File: config.mk
export PLATFORM = sky130hd
export DESIGN_NAME = pwx_top
export DESIGN_NICKNAME = d
export VERILOG_FILES = /design/src/shared/pwx_pkg.sv /design/src/shared/pwx_clk_if.sv /design/src/logic/pwx_prescale.sv /design/src/logic/pwx_top.sv
export SDC_FILE = /design/constraint.sdc
export NUM_CORES = 1
export LEC_CHECK = 0
export ABC_AREA = 0
export BUFFER_PORTS_ARGS = -buffer_cell sky130_fd_sc_hd__buf_2
export CORE_MARGIN = 1.5
export CORE_UTILIZATION = 45
export CTS_BUF_LIST = sky130_fd_sc_hd__clkbuf_4 sky130_fd_sc_hd__clkbuf_8
export CTS_CLUSTER_SIZE = 8
export DETAILED_ROUTE_END_ITERATION = 10
export PLACE_DENSITY_LB_ADDON = 0.12
export SLEW_MARGIN = 10
export SYNTH_ARGS = -nofsm -noshare
export SYNTH_HDL_FRONTEND = slang
export SYNTH_HIERARCHICAL = 1
export SYNTH_SLANG_ARGS = --single-unit
File: constraint.sdc
create_clock -name clk_in -period 2.55 [get_ports clk_in]
set_input_delay 0.255 -clock clk_in [delete_from_list [all_inputs] [get_ports clk_in]]
set_output_delay 0.255 -clock clk_in [all_outputs]
set_load 0.05 [all_outputs]
File: src/shared/pwx_pkg.sv
// Constants for the 14-bit pulse-width converter unit
package pwx_pkg;

	////////////////////////////////////////////////////////////////////////
	// Bus widths
	localparam int ADDR_W  = 24;
	localparam int DATA_W  = 8;
	localparam int CNT_W   = 14;
	localparam int DUTY_W  = 8;
	localparam int EXTRA_W = 6;
	localparam int DIV_W   = 15;

	////////////////////////////////////////////////////////////////////////
	// Register addresses
	localparam logic [23:0] ADR_CLK_SEL   = 24'hFFFF82;
	localparam logic [23:0] ADR_STOP_CTL  = 24'hFFFF86;
	localparam logic [23:0] ADR_DATA_A_HI = 24'hFFFFA0;
	localparam logic [23:0] ADR_DATA_A_LO = 24'hFFFFA1;
	localparam logic [23:0] ADR_PAIR_HI   = 24'hFFFFA6;
	localparam logic [23:0] ADR_PAIR_LO   = 24'hFFFFA7;
	localparam logic [23:0] ADR_PORT4_DIR = 24'hFFFFB5;
	localparam logic [23:0] ADR_SER_CTL   = 24'hFFFFC3;

	////////////////////////////////////////////////////////////////////////
	// Field positions
	localparam int BIT_PRE_B     = 5;
	localparam int BIT_PRE_A     = 4;
	localparam int BIT_PRE_C     = 0;
	localparam int BIT_UNIT_STOP = 3;
	localparam int BIT_OEA       = 2;
	localparam int BIT_OS        = 1;
	localparam int BIT_CKS       = 0;
	localparam int BIT_CFS       = 1;
	localparam int BIT_LSB_ONE   = 0;
	localparam int BIT_PAIR_SEL  = 0;
	localparam int BIT_PIN_DIR   = 6;
	localparam int BIT_ACC_EN    = 4;
	localparam int BIT_RELOC     = 0;
	localparam int LOW_SHIFT     = 2;

	////////////////////////////////////////////////////////////////////////
	// Reset values
	localparam logic [7:0] RST_STOP_CTL = 8'h08;
	localparam logic [7:0] RST_BYTE     = 8'h00;

	////////////////////////////////////////////////////////////////////////
	// Prescaler periods in system clock cycles
	localparam logic [14:0] DIV_1    = 15'h0001;
	localparam logic [14:0] DIV_2    = 15'h0002;
	localparam logic [14:0] DIV_64   = 15'h0040;
	localparam logic [14:0] DIV_128  = 15'h0080;
	localparam logic [14:0] DIV_256  = 15'h0100;
	localparam logic [14:0] DIV_1024 = 15'h0400;
	localparam logic [14:0] DIV_4096 = 15'h1000;
	localparam logic [14:0] DIV_NONE = 15'h0000;

endpackage
File: src/shared/pwx_clk_if.sv
// Link between the converter core and its input clock prescaler
`timescale 1ns/1ps
interface pwx_clk_if;
	logic       run;
	logic       clock_source_bit;
	logic [2:0] code;
	logic       tick;

	modport ctl (output run, output clock_source_bit, output code, input tick);
	modport pre (input run, input clock_source_bit, input code, output tick);
endinterface

File: src/logic/pwx_prescale.sv
// Counter input clock prescaler
`timescale 1ns/1ps
module pwx_prescale #(
	parameter int DIV_TOP = 16384
) (
	input wire logic clk_in,
	input wire logic rstn_in,
	pwx_clk_if.pre   clk_if
);

	logic [pwx_pkg::DIV_W-1:0] div_cnt_ff;
	logic [pwx_pkg::DIV_W-1:0] period;

	// Period of one resolution step; zero means no ticks
	function automatic logic [pwx_pkg::DIV_W-1:0] period_of(
		input logic       clock_source_bit,
		input logic [2:0] code
	);
		if (!clock_source_bit) begin
			return pwx_pkg::DIV_1;
		end
		case (code)
			3'h0:    return pwx_pkg::DIV_2;
			3'h1:    return pwx_pkg::DIV_64;
			3'h2:    return pwx_pkg::DIV_128;
			3'h3:    return pwx_pkg::DIV_256;
			3'h4:    return pwx_pkg::DIV_1024;
			3'h5:    return pwx_pkg::DIV_4096;
			3'h6:    return pwx_pkg::DIV_W'(DIV_TOP);
			default: return pwx_pkg::DIV_NONE;
		endcase
	endfunction

	assign period = period_of(clk_if.clock_source_bit, clk_if.code);

	always_ff @(posedge clk_in or negedge rstn_in) begin
		if (!rstn_in) begin
			div_cnt_ff  <= '0;
			clk_if.tick <= 1'b0;
		end else if (!clk_if.run || period == pwx_pkg::DIV_NONE) begin
			div_cnt_ff  <= '0;
			clk_if.tick <= 1'b0;
		end else if (div_cnt_ff >= period - 15'h0001) begin
			div_cnt_ff  <= '0;
			clk_if.tick <= 1'b1;
		end else begin
			div_cnt_ff  <= div_cnt_ff + 15'h0001;
			clk_if.tick <= 1'b0;
		end
	end

endmodule // pwx_prescale

File: src/logic/pwx_top.sv
// 14-bit pulse-width converter with register port and channel A pin
//
// Contract
// Pair select bit 0 shows data registers, 1 shows control and counter.
// Data bits 13..6 set the duty within each base cycle (code: only bits 13..8 with carrier select 0).
// Data bits 5..0 decide extra pulses over the base cycles.
// Carrier select 0: base cycle 64 steps, data valid 0x0100..0x3FFF.
// Carrier select 1: base cycle 256 steps, data valid 0x0040..0x3FFF.
// Three prescaler bits pick the step clock only when clock select is 1.
// Codes 0..6 give 2,64,128,256,1024,4096,16384 cycles; code 7 forbidden.
// Without relocation, registers reachable only while access enable is set.
// Unit stop bit 1 halts the unit; 0 lets it run.
// Software sets the pin direction bit to output for the waveform.
// A readable, writable 14-bit up counter counts steps as time base.
// Data outside the valid range holds the output at a constant level.
// Clock select 0 gives one system cycle per step, prescaler ignored.
// Phase select inverts the output; channel A enable gates it onto the pin.
// Output active while low count below duty; extra pulses widen by one step.
//
// Local design decision: the address-and-strobe port.
`timescale 1ns/1ps
module pwx_top #(
	parameter int DIV_TOP = 16384
) (
	input  wire logic        clk_in,
	input  wire logic        rstn_in,
	input  wire logic [23:0] addr_in,
	input  wire logic [7:0]  wdata_in,
	input  wire logic        wr_in,
	input  wire logic        rd_in,
	output logic      [7:0]  rdata_out,
	output logic             pin_out,
	output logic             pin_oe_n_out
);

	////////////////////////////////////////////////////////////////////////
	// Registers

	logic [2:0]                    presc_code_ff;
	logic [7:0]                    stop_ctl_ff;
	logic [pwx_pkg::DUTY_W-1:0]    duty_a_ff;
	logic [pwx_pkg::EXTRA_W-1:0]   extra_a_ff;
	logic                          cfs_a_ff;
	logic [pwx_pkg::DUTY_W-1:0]    duty_b_ff;
	logic [pwx_pkg::EXTRA_W-1:0]   extra_b_ff;
	logic                          cfs_b_ff;
	logic                          oe_a_ff;
	logic                          os_ff;
	logic                          cks_ff;
	logic                          pair_sel_ff;
	logic [pwx_pkg::CNT_W-1:0]     cnt_ff;
	logic [7:0]                    port4_dir_ff;
	logic [7:0]                    ser_ctl_ff;
	logic [7:0]                    rdata_ff;
	logic                          pin_ff;
	logic                          pin_oe_n_ff;

	////////////////////////////////////////////////////////////////////////
	// Decode
	// Pair select decides which view a data-address write reaches

	logic                          acc_ok;
	logic                          running;
	logic                          hit_clk;
	logic                          hit_stop;
	logic                          hit_a_hi;
	logic                          hit_a_lo;
	logic                          hit_p_hi;
	logic                          hit_p_lo;
	logic                          hit_dir;
	logic                          hit_ser;
	logic                          wr_data;
	logic                          wr_ctrl;
	logic [7:0]                    nxt_rdata;

	pwx_clk_if clk_if ();

	// Byte holding the low data bits, carrier select and a fixed one
	function automatic logic [7:0] low_byte(
		input logic [pwx_pkg::EXTRA_W-1:0] extra,
		input logic                        carrier_freq_select
	);
		logic [7:0] b;
		b = {extra, 2'h0};
		b[pwx_pkg::BIT_CFS]     = carrier_freq_select;
		b[pwx_pkg::BIT_LSB_ONE] = 1'b1;
		return b;
	endfunction

	// Address match
	function automatic logic hit(
		input logic [23:0] a,
		input logic [23:0] ref_adr
	);
		return a == ref_adr;
	endfunction

	// Data A and pair registers are gated off unless relocated or access enabled
	assign acc_ok = ser_ctl_ff[pwx_pkg::BIT_RELOC]
	              | ser_ctl_ff[pwx_pkg::BIT_ACC_EN];
	assign running = ~stop_ctl_ff[pwx_pkg::BIT_UNIT_STOP];

	assign hit_clk  = hit(addr_in, pwx_pkg::ADR_CLK_SEL);
	assign hit_stop = hit(addr_in, pwx_pkg::ADR_STOP_CTL);
	assign hit_a_hi = hit(addr_in, pwx_pkg::ADR_DATA_A_HI) & acc_ok;
	assign hit_a_lo = hit(addr_in, pwx_pkg::ADR_DATA_A_LO) & acc_ok;
	assign hit_p_hi = hit(addr_in, pwx_pkg::ADR_PAIR_HI) & acc_ok;
	assign hit_p_lo = hit(addr_in, pwx_pkg::ADR_PAIR_LO) & acc_ok;
	assign hit_dir  = hit(addr_in, pwx_pkg::ADR_PORT4_DIR);
	assign hit_ser  = hit(addr_in, pwx_pkg::ADR_SER_CTL);

	assign wr_data = wr_in & ~pair_sel_ff;
	assign wr_ctrl = wr_in & pair_sel_ff;

	////////////////////////////////////////////////////////////////////////
	// System registers outside the converter
	// These stay writable while the unit is stopped

	always_ff @(posedge clk_in or negedge rstn_in) begin
		if (!rstn_in) begin
			presc_code_ff <= '0;
			stop_ctl_ff   <= pwx_pkg::RST_STOP_CTL;
			port4_dir_ff  <= pwx_pkg::RST_BYTE;
			ser_ctl_ff    <= pwx_pkg::RST_BYTE;
		end else if (wr_in) begin
			if (hit_clk) begin
				presc_code_ff <= {wdata_in[pwx_pkg::BIT_PRE_C],
				                  wdata_in[pwx_pkg::BIT_PRE_B],
				                  wdata_in[pwx_pkg::BIT_PRE_A]};
			end
			if (hit_stop) begin
				stop_ctl_ff <= wdata_in;
			end
			if (hit_dir) begin
				port4_dir_ff <= wdata_in;
			end
			if (hit_ser) begin
				ser_ctl_ff <= wdata_in;
			end
		end
	end

	////////////////////////////////////////////////////////////////////////
	// Data registers A and B
	// Channel B is stored and read back only; it drives no pin

	always_ff @(posedge clk_in or negedge rstn_in) begin
		if (!rstn_in) begin
			duty_a_ff  <= '0;
			extra_a_ff <= '0;
			cfs_a_ff   <= 1'b0;
		end else if (wr_data && hit_a_hi) begin
			duty_a_ff <= wdata_in;
		end else if (wr_data && hit_a_lo) begin
			extra_a_ff <= wdata_in[7:pwx_pkg::LOW_SHIFT];
			cfs_a_ff   <= wdata_in[pwx_pkg::BIT_CFS];
		end
	end

	always_ff @(posedge clk_in or negedge rstn_in) begin
		if (!rstn_in) begin
			duty_b_ff  <= '0;
			extra_b_ff <= '0;
			cfs_b_ff   <= 1'b0;
		end else if (wr_data && hit_p_hi) begin
			duty_b_ff <= wdata_in;
		end else if (wr_data && hit_p_lo) begin
			extra_b_ff <= wdata_in[7:pwx_pkg::LOW_SHIFT];
			cfs_b_ff   <= wdata_in[pwx_pkg::BIT_CFS];
		end
	end

	////////////////////////////////////////////////////////////////////////
	// Control register and pair select
	// Control bits are reached only through the control view

	always_ff @(posedge clk_in or negedge rstn_in) begin
		if (!rstn_in) begin
			oe_a_ff <= 1'b0;
			os_ff   <= 1'b0;
			cks_ff  <= 1'b0;
		end else if (wr_ctrl && hit_a_hi) begin
			oe_a_ff <= wdata_in[pwx_pkg::BIT_OEA];
			os_ff   <= wdata_in[pwx_pkg::BIT_OS];
			cks_ff  <= wdata_in[pwx_pkg::BIT_CKS];
		end
	end

	// Pair select sits in the low pair byte and is writable in both views
	always_ff @(posedge clk_in or negedge rstn_in) begin
		if (!rstn_in) begin
			pair_sel_ff <= 1'b0;
		end else if (wr_in && hit_p_lo) begin
			pair_sel_ff <= wdata_in[pwx_pkg::BIT_PAIR_SEL];
		end
	end

	////////////////////////////////////////////////////////////////////////
	// Time base counter
	// With clock select 1, prescaler code 7 gives no ticks, so the count stalls
	// Stop holds the prescaler at zero and freezes the count

	assign clk_if.run  = running;
	assign clk_if.clock_source_bit  = cks_ff;
	assign clk_if.code = presc_code_ff;

	pwx_prescale #(
		.DIV_TOP (DIV_TOP)
	) u_prescale (
		.clk_in  (clk_in),
		.rstn_in (rstn_in),
		.clk_if  (clk_if)
	);

	// Software load wins over a count in the same cycle
	always_ff @(posedge clk_in or negedge rstn_in) begin
		if (!rstn_in) begin
			cnt_ff <= '0;
		end else if (wr_ctrl && hit_p_hi) begin
			cnt_ff[pwx_pkg::CNT_W-1:pwx_pkg::EXTRA_W] <= wdata_in;
		end else if (wr_ctrl && hit_p_lo) begin
			cnt_ff[pwx_pkg::EXTRA_W-1:0] <= wdata_in[7:pwx_pkg::LOW_SHIFT];
		end else if (running && clk_if.tick) begin
			cnt_ff <= cnt_ff + 14'h0001;
		end
	end

	////////////////////////////////////////////////////////////////////////
	// Waveform for channel A
	// Only the lower bound of the valid range needs a test;
	// the upper bound is the full 14-bit value

	logic [7:0]                  low_cnt;
	logic [7:0]                  duty_cmp;
	logic [pwx_pkg::EXTRA_W-1:0] base_idx;
	logic                        add_pulse;
	logic                        data_ok;
	logic                        wave;

	// Bit reversal spreads the extra pulses evenly over the period
	function automatic logic [pwx_pkg::EXTRA_W-1:0] rev6(
		input logic [pwx_pkg::EXTRA_W-1:0] v
	);
		logic [pwx_pkg::EXTRA_W-1:0] r;
		r = '0;
		for (int i = 0; i < pwx_pkg::EXTRA_W; i++) begin
			r[i] = v[pwx_pkg::EXTRA_W-1-i];
		end
		return r;
	endfunction

	always_comb begin
		if (cfs_a_ff) begin
			low_cnt  = cnt_ff[7:0];
			duty_cmp = duty_a_ff;
			base_idx = cnt_ff[13:8];
		end else begin
			low_cnt  = {2'h0, cnt_ff[5:0]};
			duty_cmp = {2'h0, duty_a_ff[7:2]};
			base_idx = cnt_ff[11:6];
		end
	end

	// Lower bound of the valid range is a nonzero compare value
	assign data_ok   = duty_cmp != 8'h00;
	assign add_pulse = rev6(base_idx) < extra_a_ff;
	assign wave      = data_ok && running
	                 && ((low_cnt < duty_cmp)
	                 || (add_pulse && low_cnt == duty_cmp));

	////////////////////////////////////////////////////////////////////////
	// Pin drive
	// Disabled channel stays low whatever the phase
	// Direction bit set means drive; the enable is active low

	always_ff @(posedge clk_in or negedge rstn_in) begin
		if (!rstn_in) begin
			pin_ff      <= 1'b0;
			pin_oe_n_ff <= 1'b1;
		end else begin
			pin_ff      <= oe_a_ff & (wave ^ os_ff);
			pin_oe_n_ff <= ~port4_dir_ff[pwx_pkg::BIT_PIN_DIR];
		end
	end

	////////////////////////////////////////////////////////////////////////
	// Read port
	// Gated, hidden and unmapped addresses read as zero

	always_comb begin
		nxt_rdata = 8'h00;
		if (hit_clk) begin
			nxt_rdata[pwx_pkg::BIT_PRE_C] = presc_code_ff[2];
			nxt_rdata[pwx_pkg::BIT_PRE_B] = presc_code_ff[1];
			nxt_rdata[pwx_pkg::BIT_PRE_A] = presc_code_ff[0];
		end else if (hit_stop) begin
			nxt_rdata = stop_ctl_ff;
		end else if (hit_dir) begin
			nxt_rdata = port4_dir_ff;
		end else if (hit_ser) begin
			nxt_rdata = ser_ctl_ff;
		end else if (hit_a_hi) begin
			if (pair_sel_ff) begin
				nxt_rdata[pwx_pkg::BIT_OEA] = oe_a_ff;
				nxt_rdata[pwx_pkg::BIT_OS]  = os_ff;
				nxt_rdata[pwx_pkg::BIT_CKS] = cks_ff;
			end else begin
				nxt_rdata = duty_a_ff;
			end
		end else if (hit_a_lo) begin
			if (!pair_sel_ff) begin
				nxt_rdata = low_byte(extra_a_ff, cfs_a_ff);
			end
		end else if (hit_p_hi) begin
			if (pair_sel_ff) begin
				nxt_rdata = cnt_ff[pwx_pkg::CNT_W-1:pwx_pkg::EXTRA_W];
			end else begin
				nxt_rdata = duty_b_ff;
			end
		end else if (hit_p_lo) begin
			if (pair_sel_ff) begin
				nxt_rdata = {cnt_ff[pwx_pkg::EXTRA_W-1:0], 2'h0};
				nxt_rdata[pwx_pkg::BIT_CFS] = 1'b1;
			end else begin
				nxt_rdata = low_byte(extra_b_ff, cfs_b_ff);
			end
			nxt_rdata[pwx_pkg::BIT_PAIR_SEL] = pair_sel_ff;
		end
	end

	// Read data stand only in the cycle after the strobe
	always_ff @(posedge clk_in or negedge rstn_in) begin
		if (!rstn_in) begin
			rdata_ff <= 8'h00;
		end else if (rd_in) begin
			rdata_ff <= nxt_rdata;
		end else begin
			rdata_ff <= 8'h00;
		end
	end

	assign rdata_out    = rdata_ff;
	assign pin_out      = pin_ff;
	assign pin_oe_n_out = pin_oe_n_ff;

endmodule // pwx_top

Yosys cells after proc, flatten, opt, wreduce, memory -nomap -nowiden
Index checks and enable logic that the tools add are counted.
Operators by class
  equal/unequal tests: 16
  magnitude comparators: 3
  reduce and logical (&&, ||, !) cells: 27
  add/subtract/negate cells: 3
  bitwise operators: 15
  mux-type cells: 30
Operators with widths (number)
  equality test 24 bit (second input constant): 8
  2-to-1 mux 8 bit: 15
  one-hot mux 15 bit (7 select lines): 1
  2-to-1 mux 15 bit: 3
  AND reduction 2 bit: 8
  adder 15 x 1 -> 15 bit (second input constant): 1
  greater-or-equal comparator 15 bit: 1
  zero test 15 bit: 1
  subtractor 15 x 1 -> 15 bit (second input constant): 1
  adder 14 x 1 -> 14 bit (second input constant): 1
  2-to-1 mux 14 bit: 1
  logical AND 1 bit: 12
  2-to-1 mux 6 bit: 2
  equality test 3 bit (second input constant): 3
  equality test 8 bit: 1
  < comparator 8 bit: 1
  nonzero test 8 bit: 1
  AND 1 bit: 7
  equality test 3 x 2 -> 1 bit (second input constant): 2
  < comparator 6 bit: 1
  2-to-1 mux 3 bit: 2
  inverter 1 bit: 6
  2-to-1 mux 5 bit: 1
  2-to-1 mux 2 bit: 2
  other kinds (8): 12
Storage, ports and cells
  bits of input ports: 36
  output and inout port bits: 10
  register bits: 101

Logic depth before layout (Yosys ltp)
  depth in word-level cells: 11
  mapped depth: 12
  depth with buffers taken out: 10

Hierarchy
The synthesis kept the hierarchy.
By module, submodules not included
  pwx_top: area an instance 4953.5 um^2, cells an instance 449, times used 1, sequential area each 2129.5 um^2
  pwx_prescale: area an instance 1237.4 um^2, cells an instance 130, times used 1, sequential area each 400.4 um^2

Worst setup path after synthesis
OpenSTA, ideal clock, no wires.
  path kind: reg-to-reg
  start: register cfs_a_ff
  end: register pin_ff, in the netlist pin_out
  buffers on the path: 2
  arrival: 2.525 ns
  slack: -0.054 ns
  setup time: 0.079 ns
  data required time: 2.471 ns
  period minus slack after synthesis: 2.604 ns
  cell stages (with the launch flop): 9
  cell sequence: dfrtp_1 -> clkbuf_1 -> clkbuf_1 -> mux2_2 -> ha_1 -> a2111oi_0 -> o211ai_1 -> a21oi_1 -> mux2i_1
Between the ends
  longest elaborated chain between the ends: 7
  elaborated cells on any way between the ends: 13
  classes of those cells: 2 x order compare; 1 x eq/ne; 3 x mux; 2 x bitwise; 5 x reduce/logical
Ends and longest elaborated chain
  start: declaration: line pwx_top.sv:43  | logic cfs_a_ff;
  start signal: assignment: line pwx_top.sv:156  | cfs_a_ff <= wdata_in[pwx_pkg::BIT_CFS];
  2-to-1 mux 6 bit / 2-to-1 mux 8 bit (equally long branches): line pwx_top.sv:253  | if (cfs_a_ff) begin
  < comparator 6 bit / equality test 8 bit (equally long branches): line pwx_top.sv:266, pwx_top.sv:269
  logical AND 1 bit: line pwx_top.sv:269  | || (add_pulse && low_cnt == duty_cmp));
  logical OR 1 bit: line pwx_top.sv:269
  logical AND 1 bit *: line pwx_top.sv:268  | && ((low_cnt < duty_cmp)
  bitwise XOR 1 bit *: line pwx_top.sv:281  | pin_ff <= oe_a_ff & (wave ^ os_ff);
  AND 1 bit *: line pwx_top.sv:281
  end signal: assignment: line pwx_top.sv:281
  end: declaration: line pwx_top.sv:55  | logic pin_ff;
Mark *: on every way between the ends. The rest lies on a longest branch, timed or not.
A chain may end at the register's enable or synchronous reset.

Final worst setup path
  start: register cks_ff
  end: register u_prescale/div_cnt_ff[4] (netlist bit)
Between the ends
  longest elaborated chain between the ends: 5
  elaborated cells on any way between the ends: 7
  classes of those cells: 1 x add/sub; 1 x order compare; 3 x mux; 2 x reduce/logical
Ends and longest elaborated chain
  start: declaration: line pwx_top.sv:49  | logic cks_ff;
  start signal: assignment: line pwx_top.sv:185  | cks_ff <= wdata_in[pwx_pkg::BIT_CKS];
  2-to-1 mux 15 bit *: line pwx_prescale.sv:22  | case (code)
  subtractor 15 x 1 -> 15 bit: line pwx_prescale.sv:43  | end else if (div_cnt_ff >= period - 15'h0001) begin
  greater-or-equal comparator 15 bit: line pwx_prescale.sv:43
  2-to-1 mux 15 bit: line pwx_prescale.sv:43
  2-to-1 mux 15 bit *: line pwx_prescale.sv:40  | end else if (!clk_if.run || period == pwx_pkg::DIV_NONE) begin
  end signal: assignment: line pwx_prescale.sv:47  | div_cnt_ff <= div_cnt_ff + 15'h0001;
  end: declaration: line pwx_prescale.sv:11  | logic [pwx_pkg::DIV_W-1:0] div_cnt_ff;
Marked as above.

==> flow_summary.html <==
<table>
<tr><th>Metric</th><th>Value</th></tr>
<tr><th colspan="2">Floorplan</th></tr>
<tr><td>Row count</td><td>42</td></tr>
<tr><td>Starting density of the core</td><td>46.38%</td></tr>
<tr><td>Number of placed I/O pins</td><td>46</td></tr>
<tr><td>Die span in y</td><td>approximately 120 um</td></tr>
<tr><td>Full die area</td><td>about 14000 um2</td></tr>
<tr><td>Horizontal die dimension</td><td>about 120 um</td></tr>
<tr><td>Core box area</td><td>roughly 13000 um2</td></tr>
<tr><th colspan="2">Yosys</th></tr>
<tr><td>Dominant synthesized flop cell</td><td>dfrtp_1</td></tr>
<tr><td>Count of yosys warnings during synthesis</td><td>6</td></tr>
<tr><td>Number of nets in the synthesized netlist</td><td>around 650</td></tr>
<tr><td>Simple-gate area share of the yosys netlist</td><td>between 10% and 20%</td></tr>
<tr><td>Synth top area cells</td><td>dfrtp_1 40%, mux2_2 11%, ha_1 6.3%</td></tr>
<tr><td>Area share of the leading cell type in the synthesized netlist</td><td>between 40 and 50%</td></tr>
<tr><td>Synthesized-area fraction occupied by ao, oa, aoi and oai cells</td><td>10.25%</td></tr>
<tr><td>Fraction of synthesis flops using an asynchronous set or reset pin</td><td>100.0%</td></tr>
<tr><td>Mean Syn Cell Area</td><td>about 11 um2</td></tr>
<tr><td>Number of synthesized flops with an enable pin</td><td>0</td></tr>
<tr><td>Netlist cell types</td><td>73</td></tr>
<tr><td>Fraction of the yosys area taken by sequential cells</td><td>between 40% and 50%</td></tr>
<tr><td>Arithmetic-cell share of the synthesized area counting full adders, half adders and majority gates</td><td>6.265%</td></tr>
<tr><td>Biggest area consumer among synthesized cells</td><td>dfrtp_1</td></tr>
<tr><td>Gate count after technology mapping</td><td>579</td></tr>
<tr><td>Number of synthesized register bits</td><td>slightly above 100</td></tr>
<tr><td>Share of synthesized area spent on multiplexers</td><td>17.76%</td></tr>
<tr><td>Post-synthesis share of cell area spent on xor and xnor gates</td><td>approximately 2.1%</td></tr>
<tr><td>Post-synthesis cell area</td><td>6191 um2</td></tr>
<tr><td>Largest family of logic cells by synthesized area</td><td>simple AND/OR/NAND/NOR gates</td></tr>
<tr><th colspan="2">Cells and area</th></tr>
<tr><td>Most frequent cells in the layout</td><td>98 x dfrtp_1, 59 x mux2_2, 44 x buf_2, 41 x nand2_1, 38 x nor2_1</td></tr>
<tr><td>Number of filler cells placed in the layout</td><td>1230</td></tr>
<tr><td>Fraction of layout instances using a drive strength above 1</td><td>around 30%</td></tr>
<tr><td>Count of inserted antenna diode cells</td><td>0</td></tr>
<tr><td>Register area</td><td>roughly 2500 um2</td></tr>
<tr><td>Most common cell after layout, fill and taps aside</td><td>dfrtp_1</td></tr>
<tr><td>Signed area change from the synthesized netlist to the final layout</td><td>11.94%</td></tr>
<tr><td>Area of the multi-input gates</td><td>about 3500 um2</td></tr>
<tr><td>Final Net Count</td><td>approximately 700</td></tr>
<tr><th colspan="2">Clocking</th></tr>
<tr><td>Clock root buffer</td><td>clkbuf_8</td></tr>
<tr><td>Clock-pin slew on the worst setup and hold paths</td><td>about 100 ps</td></tr>
<tr><td>Cts bufs inserted</td><td>9</td></tr>
<tr><td>Maximum count of clock buffers along a single path</td><td>2</td></tr>
<tr><td>Sink count of the clock tree</td><td>101</td></tr>
<tr><td>Clock latency reported for the late side of the worst-skew pair</td><td>about 400 ps</td></tr>
<tr><td>Clock H-tree levels</td><td>3</td></tr>
<tr><td>CTS tree</td><td>built</td></tr>
<tr><th colspan="2">Pwr</th></tr>
<tr><td>Worst-case vdd ir drop</td><td>approximately 0.00024 V</td></tr>
<tr><td>Power density over cell area</td><td>417.0 nW/um2</td></tr>
<tr><td>Leakage power of the design</td><td>0.003245 uW</td></tr>
<tr><td>Overall power of the completed layout</td><td>between 2000 and 3000 uW</td></tr>
<tr><th colspan="2">Worst setup path</th></tr>
<tr><td>Buffers and inverters on the worst path</td><td>1</td></tr>
<tr><td>Highest cell delay on the worst timing path</td><td>about 570 ps</td></tr>
<tr><td>Slowest stage cell on the critical path</td><td>dfrtp_1</td></tr>
<tr><td>Kind of cell with the highest combined delay on the critical path</td><td>simple AND/OR/NAND/NOR gates</td></tr>
<tr><td>Worst R2R Setup Slack</td><td>160 ps</td></tr>
<tr><td>WP data arrival</td><td>2730 ps</td></tr>
<tr><td>Critical path data required time</td><td>2890 ps</td></tr>
<tr><td>End of the critical path</td><td>u_prescale/div_cnt_ff[4]$_DFF_PN0_</td></tr>
<tr><td>Worst Setup Path Type</td><td>reg2reg</td></tr>
<tr><td>Ordered list of cells on the worst path</td><td>nor4bb_1 &gt; xnor2_1 &gt; ha_1 &gt; a21oi_2 &gt; o21ai_2 &gt; a221oi_4 &gt; nand4b_4 &gt; buf_12 &gt; nor2_1</td></tr>
<tr><td>Max FO, Critical Path</td><td>15</td></tr>
<tr><td>Worst R2R Start</td><td>cks_ff$_DFFE_PN0P_</td></tr>
<tr><td>R2r endpoint</td><td>u_prescale/div_cnt_ff[4]$_DFF_PN0_</td></tr>
<tr><td>Endpoint type of the worst setup path</td><td>register</td></tr>
<tr><td>Element type at the critical path start</td><td>register</td></tr>
<tr><td>Number of cells traversed by the worst register-to-register path</td><td>9</td></tr>
<tr><td>Start point of the critical path</td><td>cks_ff$_DFFE_PN0P_</td></tr>
<tr><td>Crit path depth</td><td>9</td></tr>
<tr><th colspan="2">Global routing</th></tr>
<tr><td>Grt ovf</td><td>0</td></tr>
<tr><td>Wire length of the first global-routing pass</td><td>approximately 26000 um</td></tr>
<tr><td>Pin count of the biggest net entering global routing</td><td>39</td></tr>
<tr><td>Vias in the first global route</td><td>about 4700</td></tr>
<tr><td>Global-route usage over all layers</td><td>about a quarter</td></tr>
<tr><td>Antenna violations before repair</td><td>0</td></tr>
<tr><th colspan="2">STA</th></tr>
<tr><td>Final Worst Setup Slack</td><td>around 160 ps</td></tr>
<tr><td>Min cycle time layout</td><td>about 2400 ps</td></tr>
<tr><td>Worst-Margin Slew</td><td>roughly 670 ps</td></tr>
<tr><td>Tightest hold margin</td><td>~110 ps</td></tr>
<tr><td>Relative slew margins</td><td>between 50% and 60%</td></tr>
<tr><td>Final count of hold timing violations</td><td>0</td></tr>
<tr><td>Fin. max-slew vios</td><td>0</td></tr>
<tr><td>Worst clock skew</td><td>approximately 11 ps</td></tr>
<tr><td>Max Fclk</td><td>~0.42 GHz</td></tr>
<tr><td>Total of endpoints with negative setup slack in the final report</td><td>0</td></tr>
<tr><td>Fraction of the cycle the final worst path needs</td><td>~94%</td></tr>
<tr><th colspan="2">Detailed routing</th></tr>
<tr><td>Average wire per cell in the routed design</td><td>19.31 um</td></tr>
<tr><td>Number of DRC markers in iteration 0</td><td>313</td></tr>
<tr><td>DRC</td><td>0</td></tr>
<tr><td>Vias/cell</td><td>around 5.8</td></tr>
<tr><td>Iteration count of the initial detailed-routing pass</td><td>5</td></tr>
<tr><td>Antenna viol nets, final</td><td>0</td></tr>
<tr><td>Post-Route WL</td><td>15760 um</td></tr>
<tr><td>Total number of vias</td><td>between 4000 and 5000</td></tr>
<tr><th colspan="2">Place</th></tr>
<tr><td>Detail Placement HPWL</td><td>~12000 um</td></tr>
<tr><td>Gpl congestion</td><td>around 0.9</td></tr>
<tr><td>Number of I/O port buffers</td><td>between 40 and 50</td></tr>
<tr><td>Worst setup slack before clock tree synthesis</td><td>~28 ps</td></tr>
<tr><th colspan="2">Min path</th></tr>
<tr><td>WHS Path Cells</td><td>2</td></tr>
<tr><td>Class of the most critical hold timing path</td><td>in2reg</td></tr>
<tr><th colspan="2">Flow run</th></tr>
<tr><td>Maximum Capacitance Violations</td><td>0</td></tr>
<tr><th colspan="2">Status</th></tr>
<tr><td>Result of the run</td><td>finished clean</td></tr>
</table>
sequential cells by signal (all words and copies together) (netlist names), 3 cells and up:
signal / flops
rdata_out: 8
duty_a_ff: 8
port4_dir_ff: 8
stop_ctl_ff: 8
clk_if.code: 3
extra_b_ff: 6
u_prescale/div_cnt_ff: 15
extra_a_ff: 6
duty_b_ff: 8
cnt_ff: 14
ser_ctl_ff: 8
worst reg2reg max path, cell delays in order (launching register included):
cell and delay (ps):
dfrtp_1 570, nor4bb_1 460, xnor2_1 140, ha_1 210, a21oi_2 150, o21ai_2 80, a221oi_4 310, nand4b_4 140
buf_12 180, nor2_1 100
routing by layer:
metal	track usage (%)	share of wire, %	wire [um]
met5	0	0	0
met3	5.613	4.7	745
met1	31.44	46	7307
met2	37.89	47	7485
met4	6.029	1.4	219
synth_stat cells (all sizes together), types with 3 or more instances:
| cell | n |
|---|---|
| a21oi | 29 |
| a221oi | 3 |
| a22oi | 3 |
| and2 | 6 |
| and3 | 9 |
| and4 | 6 |
| buf | 16 |
| clkbuf | 8 |
| dfrtp | 99 |
| ha | 31 |
| inv | 16 |
| mux2 | 67 |
| mux2i | 18 |
| mux4 | 6 |
| nand2 | 42 |
| nand2b | 8 |
| nand3 | 28 |
| nand3b | 3 |
| nand4 | 21 |
| nand4b | 3 |
| nor2 | 49 |
| nor2b | 3 |
| nor3 | 14 |
| nor4 | 8 |
| o211ai | 8 |
| o21a | 3 |
| o21ai | 18 |
| o22ai | 6 |
| o31ai | 3 |
| xnor2 | 8 |
| xor2 | 7 |
where the power goes:
group | switching (uW) | internal, uW | leakage, uW
sequential | 4.87 | 1600 | 0.00139
clock | 625 | 501 | 0.000107
combinational | 110 | 45.6 | 0.00175
total | 740 | 2150 | 0.00324
repair_timing:
item                                    4_1_cts  5_1_grt
hold buffers                                  1        0
setup buffers                                 0        1
endpoints found under the setup margin        1       16
endpoints found under the hold margin        35        0
gates resized for setup                       0        4
pin swaps                                     1        1
metrics by stage:
stage / cell area [um2] / TNS [ps] / util [%] / cells
floorplan: 6192 / 0 / - / 579
global placement: 6673 / 0 / 49.99 / 798
detailed placement: 6673 / 0 / 49.99 / 798
CTS: 6898 / 0 / 51.68 / 815
global route: 6930 / -3.000 / 51.92 / 816
finish: 6930 / 0 / 51.92 / 816
worst min-delay path by stage:
stage            start                         end  slack (ps)
2_1_floorplan  rstn_in        cfs_a_ff$_DFFE_PN0P_         -40
4_1_cts          rd_in      rdata_out[0]$_DFF_PN0_          90
3_5_place_dp   rstn_in   ser_ctl_ff[5]$_DFFE_PN0P_         280
3_3_place_gp   rstn_in  stop_ctl_ff[5]$_DFFE_PN0P_         270
5_1_grt          rd_in      rdata_out[0]$_DFF_PN0_          90
6_report         rd_in      rdata_out[0]$_DFF_PN0_         110
logic make-up (layout without fill, tap and decap cells):
logic type               after synthesis  count (layout)
AND/OR/NAND/NOR                      208             208
flip-flops                           101             101
AO/OA/AOI/OAI                         93              93
multiplexers                          91              91
buffers and inverters                 40             101
adder cells (fa/ha/maj)               31              31
XOR/XNOR                              15              15
layout make-up:
class | count | share of cell area [%]
clock buffers | 10 | 1.986
clock inverters | 6 | 1.119
inverters | 16 | 0.8666
multi-input cells | 438 | 50.23
flip-flops and latches | 101 | 36.52
well taps | 176 | 3.177
repair buffers | 69 | 6.102
No activity file was read; power rests on OpenSTA's default activity.
